--- src/logic/daabs_unused_placeholder_never.sv ---
`timescale 1ns/1ps
`default_nettype none
`default_nettype wire

--- src/pkg/daabs_pkg.sv ---
package daabs_pkg;

    ////////////////////////////////////////////////////////////////
    // Address widths
    localparam int ADDR_W = 23;
    localparam int HIGH_W = 7;
    localparam int LOW_W = 16;
    localparam int OFS_W = 7;
    localparam int EXT_W = 24;

    ////////////////////////////////////////////////////////////////
    // Register byte offsets
    localparam logic [7:0] OFF_CTRL = 8'h00;
    localparam logic [7:0] OFF_DPAGE_PTR = 8'h04;
    localparam logic [7:0] OFF_DPAGE_HIGH = 8'h08;
    localparam logic [7:0] OFF_STACK_LOW = 8'h0C;
    localparam logic [7:0] OFF_STACK_HIGH = 8'h10;
    localparam logic [7:0] OFF_EXT_BYTE = 8'h14;
    localparam logic [7:0] OFF_COMMAND = 8'h18;
    localparam logic [7:0] OFF_STATUS = 8'h1C;
    localparam logic [7:0] OFF_FIRST = 8'h20;
    localparam logic [7:0] OFF_SECOND = 8'h24;

    ////////////////////////////////////////////////////////////////
    // Field positions
    localparam int CMD_MODE_LSB = 0;
    localparam int CMD_LONG_BIT = 2;
    localparam int CMD_WRITE_BIT = 3;
    localparam int CMD_PAR_BIT = 4;
    localparam int CMD_OFS_LSB = 8;
    localparam int ST_DONE_BIT = 0;
    localparam int ST_PAR_BIT = 1;
    localparam int ST_EXT_BIT = 2;
    localparam int ST_MODE_BIT = 3;
    localparam int ST_BUSY_BIT = 4;
    localparam int EXT_CNT_LSB = 24;
    localparam int OFS_MASK_LSB = 0;

    ////////////////////////////////////////////////////////////////
    // Reset values and counts
    localparam logic [LOW_W-1:0] RST_LOW = 16'h0000;
    localparam logic [HIGH_W-1:0] RST_HIGH = 7'h00;
    localparam logic [EXT_W-1:0] RST_EXT = 24'h000000;
    localparam logic [1:0] EXT_CNT_SHORT = 2'h2;
    localparam logic [1:0] EXT_CNT_LONG = 2'h3;
    localparam logic [OFS_W-1:0] OFS_MASK = 7'h7F;

    ////////////////////////////////////////////////////////////////
    // Operand modes
    typedef enum logic [1:0] {
        DAABS_ABS_SHORT = 2'h0,
        DAABS_ABS_LONG = 2'h1,
        DAABS_DIRECT = 2'h2,
        DAABS_RESERVED = 2'h3
    } daabs_mode_t;

    typedef struct packed {
        logic valid;
        logic is_long;
        logic write;
        logic [ADDR_W-1:0] first;
        logic [ADDR_W-1:0] second;
    } daabs_dmem_t;

    // Byte-enable merge of a bus write
    function automatic logic [31:0] be_merge(
        input logic [31:0] old_v,
        input logic [31:0] new_v,
        input logic [3:0] be
    );
        logic [31:0] m;
        m = {{8{be[3]}}, {8{be[2]}}, {8{be[1]}}, {8{be[0]}}};
        return (old_v & ~m) | (new_v & m);
    endfunction

endpackage

--- src/logic/daabs_addr_gen.sv ---
`timescale 1ns/1ps
`default_nettype none

module daabs_addr_gen (
    input wire daabs_pkg::daabs_mode_t mode_in, // Operand mode
    input wire logic cpl_in, // Compiler layout bit
    input wire logic [6:0] dph_in, // Data page high
    input wire logic [15:0] dpp_in, // Data page pointer
    input wire logic [15:0] spl_in, // Stack pointer low
    input wire logic [6:0] sph_in, // Stack pointer high
    input wire logic [6:0] ofs_in, // Direct offset
    input wire logic [23:0] ext_in, // Extension bytes
    output logic [22:0] first_out, // First word address
    output logic [22:0] second_out // Second word address
);
    import daabs_pkg::*;

    function automatic logic [ADDR_W-1:0] pair_addr(input logic [ADDR_W-1:0] a);
        logic [ADDR_W-1:0] one;
        one = 23'h000001;
        return a[0] ? a - one : a + one;
    endfunction

    wire [OFS_W-1:0] ofs_m = ofs_in & OFS_MASK;
    wire [LOW_W-1:0] ofs_x = {9'h000, ofs_m};
    wire [LOW_W-1:0] page_sum = dpp_in + ofs_x;
    wire [LOW_W-1:0] stack_sum = spl_in + ofs_x;
    wire [ADDR_W-1:0] a_short = {dph_in, ext_in[15:0]};
    wire [ADDR_W-1:0] a_long = ext_in[22:0];
    wire [ADDR_W-1:0] a_page = {dph_in, page_sum};
    wire [ADDR_W-1:0] a_stack = {sph_in, stack_sum};
    wire [ADDR_W-1:0] a_direct = cpl_in ? a_stack : a_page;

    assign first_out = (mode_in == DAABS_ABS_SHORT) ? a_short :
                       (mode_in == DAABS_ABS_LONG) ? a_long : a_direct;
    assign second_out = pair_addr(first_out);

endmodule

`default_nettype wire

--- src/logic/daabs_top.sv ---
`timescale 1ns/1ps
`default_nettype none

// Functional notes
// - Accept short and long absolute constants
// - Single moves 16 bits, long 32
// - Absolute operand never issued in parallel
// - Short constant from two extension bytes
// - Long constant from three extension bytes
// - Short absolute: page high with constant
// - Long absolute: constant is full address
// - Layout bit selects page or stack
// - Direct offset is seven bits, masked
// - Page direct: high with pointer plus offset
// - Odd first address pairs with preceding word
// - Stack direct: high with pointer plus offset
// - Second address plus one even, minus odd
module daabs_top (
    input wire logic clock_in, // System clock
    input wire logic rstn_in, // Async reset, low
    input wire logic [7:0] avs_address_in, // Byte address
    input wire logic avs_read_in, // Read strobe
    input wire logic avs_write_in, // Write strobe
    input wire logic [31:0] avs_writedata_in, // Write data
    input wire logic [3:0] avs_byteenable_in, // Byte lanes
    output logic [31:0] avs_readdata_out, // Read data
    output logic avs_waitrequest_out, // Stall
    output daabs_pkg::daabs_dmem_t dmem_req_out // Address request
);
    import daabs_pkg::*;

    ////////////////////////////////////////////////////////////////
    // State
    typedef enum logic [1:0] {
        DAABS_IDLE = 2'b01,
        DAABS_CALC = 2'b10
    } daabs_state_t;

    daabs_state_t state_q;
    daabs_state_t state_d;
    logic ack_q;
    logic [31:0] rdata_q;
    logic cpl_q;
    logic [LOW_W-1:0] dpp_q;
    logic [HIGH_W-1:0] dph_q;
    logic [LOW_W-1:0] spl_q;
    logic [HIGH_W-1:0] sph_q;
    logic [EXT_W-1:0] ext_q;
    logic [1:0] ext_cnt_q;
    logic [31:0] cmd_q;
    logic [EXT_W-1:0] cmd_ext_q;
    logic [1:0] cmd_cnt_q;
    logic done_q;
    logic par_err_q;
    logic ext_err_q;
    logic mode_err_q;
    logic [ADDR_W-1:0] first_q;
    logic [ADDR_W-1:0] second_q;
    daabs_dmem_t dmem_q;

    ////////////////////////////////////////////////////////////////
    // Bus handshake: one wait state per access
    wire bus_req = avs_read_in | avs_write_in;
    wire rd_take = avs_read_in & ~ack_q;
    wire wr_commit = avs_write_in & ack_q;

    assign avs_waitrequest_out = bus_req & ~ack_q;
    assign avs_readdata_out = rdata_q;

    wire [7:0] wa = {avs_address_in[7:2], 2'b00};
    wire hit_ctrl = (wa == OFF_CTRL);
    wire hit_dpp = (wa == OFF_DPAGE_PTR);
    wire hit_dph = (wa == OFF_DPAGE_HIGH);
    wire hit_spl = (wa == OFF_STACK_LOW);
    wire hit_sph = (wa == OFF_STACK_HIGH);
    wire hit_ext = (wa == OFF_EXT_BYTE);
    wire hit_cmd = (wa == OFF_COMMAND);
    wire hit_st = (wa == OFF_STATUS);
    wire hit_first = (wa == OFF_FIRST);
    wire hit_second = (wa == OFF_SECOND);

    ////////////////////////////////////////////////////////////////
    // Write data after byte enables
    wire [31:0] w_ctrl = be_merge({31'h00000000, cpl_q},
                                  avs_writedata_in, avs_byteenable_in);
    wire [31:0] w_dpp = be_merge({16'h0000, dpp_q},
                                 avs_writedata_in, avs_byteenable_in);
    wire [31:0] w_dph = be_merge({25'h0000000, dph_q},
                                 avs_writedata_in, avs_byteenable_in);
    wire [31:0] w_spl = be_merge({16'h0000, spl_q},
                                 avs_writedata_in, avs_byteenable_in);
    wire [31:0] w_sph = be_merge({25'h0000000, sph_q},
                                 avs_writedata_in, avs_byteenable_in);
    wire [31:0] w_cmd = be_merge(cmd_q, avs_writedata_in, avs_byteenable_in);
    wire [31:0] w_st = avs_writedata_in & {{8{avs_byteenable_in[3]}},
                       {8{avs_byteenable_in[2]}}, {8{avs_byteenable_in[1]}},
                       {8{avs_byteenable_in[0]}}};

    wire ext_push = wr_commit & hit_ext & avs_byteenable_in[0];
    wire cmd_launch = wr_commit & hit_cmd & (state_q == DAABS_IDLE);
    wire st_write = wr_commit & hit_st;

    ////////////////////////////////////////////////////////////////
    // Command fields
    wire daabs_mode_t cmd_mode = daabs_mode_t'(cmd_q[CMD_MODE_LSB +: 2]);
    wire cmd_long = cmd_q[CMD_LONG_BIT];
    wire cmd_write = cmd_q[CMD_WRITE_BIT];
    wire cmd_par = cmd_q[CMD_PAR_BIT];
    wire [OFS_W-1:0] cmd_ofs = cmd_q[CMD_OFS_LSB +: OFS_W];

    wire is_abs = (cmd_mode == DAABS_ABS_SHORT) | (cmd_mode == DAABS_ABS_LONG);
    wire bad_par = is_abs & cmd_par;
    wire bad_ext = ((cmd_mode == DAABS_ABS_SHORT) & (cmd_cnt_q < EXT_CNT_SHORT))
                 | ((cmd_mode == DAABS_ABS_LONG) & (cmd_cnt_q != EXT_CNT_LONG));
    wire bad_mode = (cmd_mode == DAABS_RESERVED);
    wire calc = (state_q == DAABS_CALC);
    wire calc_ok = calc & ~bad_par & ~bad_ext & ~bad_mode;

    ////////////////////////////////////////////////////////////////
    // Address arithmetic
    logic [ADDR_W-1:0] gen_first;
    logic [ADDR_W-1:0] gen_second;

    daabs_addr_gen u_gen (
        .mode_in(cmd_mode),
        .cpl_in(cpl_q),
        .dph_in(dph_q),
        .dpp_in(dpp_q),
        .spl_in(spl_q),
        .sph_in(sph_q),
        .ofs_in(cmd_ofs),
        .ext_in(cmd_ext_q),
        .first_out(gen_first),
        .second_out(gen_second)
    );

    ////////////////////////////////////////////////////////////////
    // Sequencer
    always_comb begin
        state_d = state_q;
        case (state_q)
            DAABS_IDLE: begin
                if (cmd_launch) begin
                    state_d = DAABS_CALC;
                end
            end
            DAABS_CALC: begin
                state_d = DAABS_IDLE;
            end
            default: begin
                state_d = DAABS_IDLE;
            end
        endcase
    end

    always_ff @(posedge clock_in or negedge rstn_in) begin
        if (!rstn_in) begin
            state_q <= DAABS_IDLE;
            ack_q <= 1'b0;
        end else begin
            state_q <= state_d;
            ack_q <= bus_req & ~ack_q;
        end
    end

    ////////////////////////////////////////////////////////////////
    // Read mux
    logic [31:0] rd_mux;

    always_comb begin
        rd_mux = 32'h00000000;
        if (hit_ctrl) begin
            rd_mux = {31'h00000000, cpl_q};
        end else if (hit_dpp) begin
            rd_mux = {16'h0000, dpp_q};
        end else if (hit_dph) begin
            rd_mux = {25'h0000000, dph_q};
        end else if (hit_spl) begin
            rd_mux = {16'h0000, spl_q};
        end else if (hit_sph) begin
            rd_mux = {25'h0000000, sph_q};
        end else if (hit_ext) begin
            rd_mux = {6'h00, ext_cnt_q, ext_q};
        end else if (hit_cmd) begin
            rd_mux = cmd_q;
        end else if (hit_st) begin
            rd_mux = {27'h0000000, calc, mode_err_q, ext_err_q,
                      par_err_q, done_q};
        end else if (hit_first) begin
            rd_mux = {9'h000, first_q};
        end else if (hit_second) begin
            rd_mux = {9'h000, second_q};
        end
    end

    always_ff @(posedge clock_in or negedge rstn_in) begin
        if (!rstn_in) begin
            rdata_q <= 32'h00000000;
        end else if (rd_take) begin
            rdata_q <= rd_mux;
        end
    end

    ////////////////////////////////////////////////////////////////
    // Pointer registers
    always_ff @(posedge clock_in or negedge rstn_in) begin
        if (!rstn_in) begin
            cpl_q <= 1'b0;
            dpp_q <= RST_LOW;
            dph_q <= RST_HIGH;
            spl_q <= RST_LOW;
            sph_q <= RST_HIGH;
        end else if (wr_commit) begin
            if (hit_ctrl) cpl_q <= w_ctrl[0];
            if (hit_dpp) dpp_q <= w_dpp[LOW_W-1:0];
            if (hit_dph) dph_q <= w_dph[HIGH_W-1:0];
            if (hit_spl) spl_q <= w_spl[LOW_W-1:0];
            if (hit_sph) sph_q <= w_sph[HIGH_W-1:0];
        end
    end

    ////////////////////////////////////////////////////////////////
    // Extension bytes, first byte most significant
    always_ff @(posedge clock_in or negedge rstn_in) begin
        if (!rstn_in) begin
            ext_q <= RST_EXT;
            ext_cnt_q <= 2'h0;
        end else if (cmd_launch) begin
            ext_cnt_q <= 2'h0;
        end else if (ext_push) begin
            ext_q <= {ext_q[15:0], avs_writedata_in[7:0]};
            if (ext_cnt_q != EXT_CNT_LONG) ext_cnt_q <= ext_cnt_q + 2'h1;
        end
    end

    // Command snapshot with the extension it consumes
    always_ff @(posedge clock_in or negedge rstn_in) begin
        if (!rstn_in) begin
            cmd_q <= 32'h00000000;
            cmd_ext_q <= RST_EXT;
            cmd_cnt_q <= 2'h0;
        end else if (cmd_launch) begin
            cmd_q <= w_cmd;
            cmd_ext_q <= ext_q;
            cmd_cnt_q <= ext_cnt_q;
        end
    end

    ////////////////////////////////////////////////////////////////
    // Status flags: set beats clear
    always_ff @(posedge clock_in or negedge rstn_in) begin
        if (!rstn_in) begin
            done_q <= 1'b0;
            par_err_q <= 1'b0;
            ext_err_q <= 1'b0;
            mode_err_q <= 1'b0;
        end else begin
            done_q <= calc_ok | (done_q & ~(st_write & w_st[ST_DONE_BIT]));
            par_err_q <= (calc & bad_par)
                       | (par_err_q & ~(st_write & w_st[ST_PAR_BIT]));
            ext_err_q <= (calc & bad_ext)
                       | (ext_err_q & ~(st_write & w_st[ST_EXT_BIT]));
            mode_err_q <= (calc & bad_mode)
                        | (mode_err_q & ~(st_write & w_st[ST_MODE_BIT]));
        end
    end

    ////////////////////////////////////////////////////////////////
    // Results and data-memory request
    always_ff @(posedge clock_in or negedge rstn_in) begin
        if (!rstn_in) begin
            first_q <= 23'h000000;
            second_q <= 23'h000000;
            dmem_q <= '0;
        end else begin
            dmem_q.valid <= calc_ok;
            if (calc_ok) begin
                first_q <= gen_first;
                second_q <= cmd_long ? gen_second : gen_first;
                dmem_q.is_long <= cmd_long;
                dmem_q.write <= cmd_write;
                dmem_q.first <= gen_first;
                dmem_q.second <= cmd_long ? gen_second : gen_first;
            end
        end
    end

    assign dmem_req_out = dmem_q;

endmodule

`default_nettype wire

--- config.mk ---
export PLATFORM = sky130hd
export DESIGN_NAME = daabs_top
export DESIGN_NICKNAME = d
export VERILOG_FILES = /design/src/logic/daabs_unused_placeholder_never.sv /design/src/pkg/daabs_pkg.sv /design/src/logic/daabs_addr_gen.sv /design/src/logic/daabs_top.sv
export SDC_FILE = /design/constraint.sdc
export NUM_CORES = 1
export LEC_CHECK = 0
export BUFFER_PORTS_ARGS = -buffer_cell sky130_fd_sc_hd__buf_2
export CAP_MARGIN = 20
export CELL_PAD_IN_SITES_DETAIL_PLACEMENT = 1
export CELL_PAD_IN_SITES_GLOBAL_PLACEMENT = 1
export CORE_MARGIN = 2
export CORE_UTILIZATION = 45
export CTS_CLUSTER_SIZE = 40
export DETAILED_ROUTE_END_ITERATION = 16
export GPL_ROUTABILITY_DRIVEN = 0
export PLACE_DENSITY = 0.78
export SLEW_MARGIN = 25
export SYNTH_ARGS = -nofsm -noshare
export SYNTH_HDL_FRONTEND = slang
export SYNTH_SLANG_ARGS = --single-unit
--- constraint.sdc ---
create_clock -name clock_in -period 6.15 [get_ports clock_in]
set_input_delay 0.3075 -clock clock_in [delete_from_list [all_inputs] [get_ports clock_in]]
set_output_delay 0.3075 -clock clock_in [all_outputs]
set_load 0.01 [all_outputs]
# Word level (Yosys, flattened, before mapping)
# Cells that the tools add are included.
# totals
ff_bits	218
in_bits	48
out_inout_bits	82
# classes
n_addsub	5
magnitude_cmp	1
n_eq_ne	16
muxes	20
bitwise	55
reduce_logical	11
# op_table
cell	count
$mux W32	7
$mux W23	8
$and A32 B32 Y32	2
$add A16 B7 Y16	2
$and A16 B16 Y16	2
$not A32 Y32	1
$or A16 B16 Y16	2
$or A32 B32 Y32	1
$and A1 B1 Y1	26
$eq A6 B3 Y1 const B	4
$add A23 B1 Y23 const B	1
$sub A23 B1 Y23 const B	1
$and A7 B7 Y7	2
$or A7 B7 Y7	2
$reduce_and A2 Y1	7
$eq A6 B2 Y1 const B	2
$eq A6 B4 Y1 const B	2
$mux W2	5
$not A1 Y1	9
$logic_not A8 Y1	1
$or A1 B1 Y1	8
$eq A6 B1 Y1 const B	1
$ne A2 B2 Y1 const B	3
$eq A2 B1 Y1 const B	2
5 further kinds	7

# Depth between registers and ports, before layout
# logic_depth
depth_word	11
depth_mapped	24

# Modules after synthesis
# Synthesis repeated with hierarchy kept, for this count alone.
# hier_totals
cells_unflattened	1092
area_unflattened_um2	11778.8
# by_module_without_submodules
mod	n_inst	cells_each	area_per_inst_um2	seq_area_each_um2
daabs_top	1	793	9550.4	5481.5
daabs_addr_gen	1	299	2228.4	0.0

# Worst setup path after synthesis
# No wires, ideal clock.
# synth_path
path_type	register to register
startpoint	register (tool-made name)
endpoint	register second_q[22]
setup_time_ns	0.124
arrival_ns	5.104
setup_slack_ns	0.922
path_stages_with_launch	24
period_less_slack_ns	5.228
path_cell_list	dfrtp_1 > buf_4 > buf_1 > buf_2 > mux2_2 > ha_1 > fa_1 > a21o_1 > a21oi_1 > o21ai_0 > a31o_2 > and2_1 > xnor2_1 > mux2i_1 > inv_1 > ha_1 > clkbuf_1 > o211ai_1 > a21oi_1 > o41ai_4 > o211ai_2 > nand2_1 > o311ai_1 > a211o_1
# synth_lines
item	line	rtl
to (signal assigned)	daabs_top.sv:279	second_q <= cmd_long ? gen_second : gen_first;
to (decl)	daabs_top.sv:58	logic [ADDR_W-1:0] second_q;

==> summary.txt <==
Die
  • Die area: around 27000 um^2
  • Core ar.: approximately 25000 um^2
  • Row cnt: 58
  • Chip Width: about 160 um
  • I/O pin cnt: 130
  • Starting Density: 0.457
  • Die height: around 160 um

Yosys
  • Synth Instances: roughly 1100
  • Syn Area/Cell: about 11 um^2
  • Mapped Area: roughly 11000 um^2
  • Largest family of logic cells by synthesized area: multiplexers
  • Synth Register Bits: around 220
  • Sequential element share of the synthesized area: 0.477
  • Top post-synthesis cells by area: dfrtp_1 47%, mux2_2 14%, nand2_1 4.8%
  • Top FF cell, synth: dfrtp_1
  • Multiplexer area fraction after synthesis: 0.169
  • Fraction of registers with async set/reset: 1.00
  • Yosys cell types: 73
  • EDFF count, synth: 0
  • Largest area contributor in the netlist: dfrtp_1
  • Synth Warn #: 0
  • Compound-Gate Fraction of Synth Area: 0.155
  • Post-synthesis simple-gate area fraction: 0.115
  • Post-synthesis adder-cell area fraction: 0.0335
  • Xor and xnor area share after synthesis: 0.0253
  • Syn_nets: 1144
  • Area share of the largest cell type after synthesis: 0.475

Route
  • DRC violations left: 0
  • Drt first pass iters: 5
  • Drt total wl: around 37000 um
  • Iteration-0 DRC count of the detailed router: 659
  • ANT nets after route: 0
  • DR vias/cell: between 6 and 7
  • Routed WL per cell: 24.0 um
  • Via count: 9256

STA
  • Worst-Margin Slew: 0.987 ns
  • Rel. slew slack: 0.333
  • Max Clock Skew: approximately 0.016 ns
  • Setup TNS Final: 0 ns
  • Max Transition Viols Final: 0
  • Final min period: ~5.3 ns
  • RSZ-0062 raised after global routing: no
  • Max Fclk: ~190 MHz
  • Hold violation total from the final report: 0
  • Final period util: 0.854
  • Final WS setup: roughly 0.9 ns
  • Final Setup Violations: 0

Finish
  • Most frequent cells in the layout: 217 x dfrtp_1, 146 x nand2_1, 140 x mux2_2, 126 x buf_2, 64 x o21ai_0
  • Layout cell share with drive strength beyond 1: 0.288
  • Nets: roughly 1300
  • Area Overhead vs Synth: 16.1%
  • N_diodes: 0
  • Most common cell after layout, fill and taps aside: dfrtp_1

Global routing
  • Total global routing overflow: 0
  • Largest net degree at the start of global routing: 80
  • Total GRT Usage: 0.277
  • Initial antenna violation count: 2
  • Vias in the first global route: between 9000 and 10000
  • First-pass GRT wire length: 56600 um

Setup path
  • Required time of the critical path: ~6.6 ns
  • CP endpoint kind: register
  • Worst R2R Path Depth: 19
  • WP data arrival: ~5.7 ns
  • Startpoint Class: register
  • Crit path max fanout: 28
  • Worst setup path class: reg2reg

Hold path
  • Hold crit path type: in2reg
  • Hold Path Stages: 2

Clock tree
  • Root buffer cell: clkbuf_16
  • H-tree Lvls: 1
  • CTS tree: done
  • Clock buffer count from CTS: 25
  • Sink Count: between 200 and 250
  • Clk_lat worst skew: 0.53 ns
  • CTS clk-pin slew, worst paths: ~0.06 ns
  • Post-cts sizing count: 0
  • Max Buffers Root-to-Sink: 3

Job
  • Max-cap violations: 0

Placement
  • Port bufs: between 100 and 150
  • HPWL Detailed: 26100 um
  • Setup WS pre-CTS: ~0.95 ns

Power
  • Worst vdd ir: 0.161 mV
  • Leakage: between 6 and 7 nW
  • Pwr dens: between 200 and 250 nW/um^2

Outcome
  • Status: finished, final reports clean
==> worst paths after layout <==
check	slack, ns	to	start
setup / recovery	0.90	second_q[22]	register
hold / removal	0.02	register	avs_writedata_in[24]
setup reg to reg	0.90	second_q[22]	register
hold reg to reg	0.48	avs_readdata_out[0]	avs_readdata_out[0]
max in group asynchronous	4.74	async pin	rstn_in
min in group asynchronous	0.31	async pin	rstn_in
==> cell families after synthesis <==
kind of cell,count (synthesis)
xor gates and xnor gates,33
adders and majority gates,30
AOI/OAI and AO/OA,256
DFF,218
and+or+nand+nor,286
muxes,172
buffers and inverters,71
==> synthesized netlist by cell type (4+ instances only) <==
master / count
xnor2_1: 19
nor2_2: 7
nor2_1: 40
and3_1: 10
nor2b_1: 13
and2_1: 5
nand4_1: 9
ha_1: 29
nand3_1: 25
a211o_1: 5
a21o_1: 15
buf_2: 7
o21ai_0: 64
a22oi_1: 37
inv_1: 16
a21oi_1: 40
clkbuf_1: 37
dfrtp_1: 217
buf_1: 6
xor2_1: 14
nor3_1: 8
a31oi_1: 9
o211ai_1: 6
mux2_2: 140
a211oi_1: 13
a22o_1: 16
nand2b_1: 7
nand3b_1: 4
a221oi_1: 14
nand2_1: 146
o221ai_1: 7
mux2i_1: 28
==> through the flow <==
stage | hold slack [ns] | instances | instance area, um^2 | total power, mW | util
2_1_floorplan | 0.0119 | 1066 | 11400 | 1.64 | -
3_3_place_gp | 0.276 | 1485 | 12400 | 1.73 | 0.495
3_5_place_dp | 0.277 | 1485 | 12400 | 1.74 | 0.495
4_1_cts | 0.00220 | 1537 | 13200 | 3.17 | 0.529
5_1_grt | 0.00850 | 1538 | 13300 | 3.25 | 0.530
6_report | 0.0182 | 1538 | 13300 | 3.15 | 0.530
==> repair_timing <==
item                      4_1_cts  5_1_grt
setup buffers                   0        0
hold buffers                    7        0
hold endpoints to repair       70        0
==> report_power, final <==
group	internal [mW]	total [mW]	leakage (nW)	switching, mW
clock network	0.818	1.43	0.375	0.608
logic	0.0840	0.228	3.23	0.144
registers	1.47	1.50	3.02	0.0336
total	2.37	3.15	6.63	0.786
==> metal layers <==
layer | vias to the layer above | share of wire | GRT usage
met5 | - | 0 | 0
met4 | 0 | 0.027 | 0.0800
met3 | 69 | 0.086 | 0.0739
met2 | 322 | 0.46 | 0.445
met1 | 4715 | 0.43 | 0.369
li1 | 4150 | - | -
==> final cells by class <==
class                           count  area (um^2)
Clock buffer                       35          683
Clock inverter                     10         87.6
Fill cell                        2768        11800
Inverter                           19         73.8
Multi-Input combinational cell    777         5710
Sequential cell                   218         5460
Tap cell                          330          413
Timing Repair Buffer              149          852
==> worst max-delay path, cell delays in order, from the launching register on <==
cell	delay, ns
dfrtp_1	0.35
buf_4	0.40
mux2_2	0.42
fa_1	0.42
a21o_1	0.18
a21oi_1	0.21
o21ai_0	0.16
a31o_2	0.31
and2_1	0.19
xnor2_1	0.15
mux2i_1	0.33
inv_1	0.09
ha_1	0.41
o211ai_1	0.22
a21oi_1	0.15
o41ai_4	0.52
o211ai_2	0.15
nand3_1	0.09
o311ai_1	0.09
a211o_1	0.28
(Power assumes the default switching activity.)
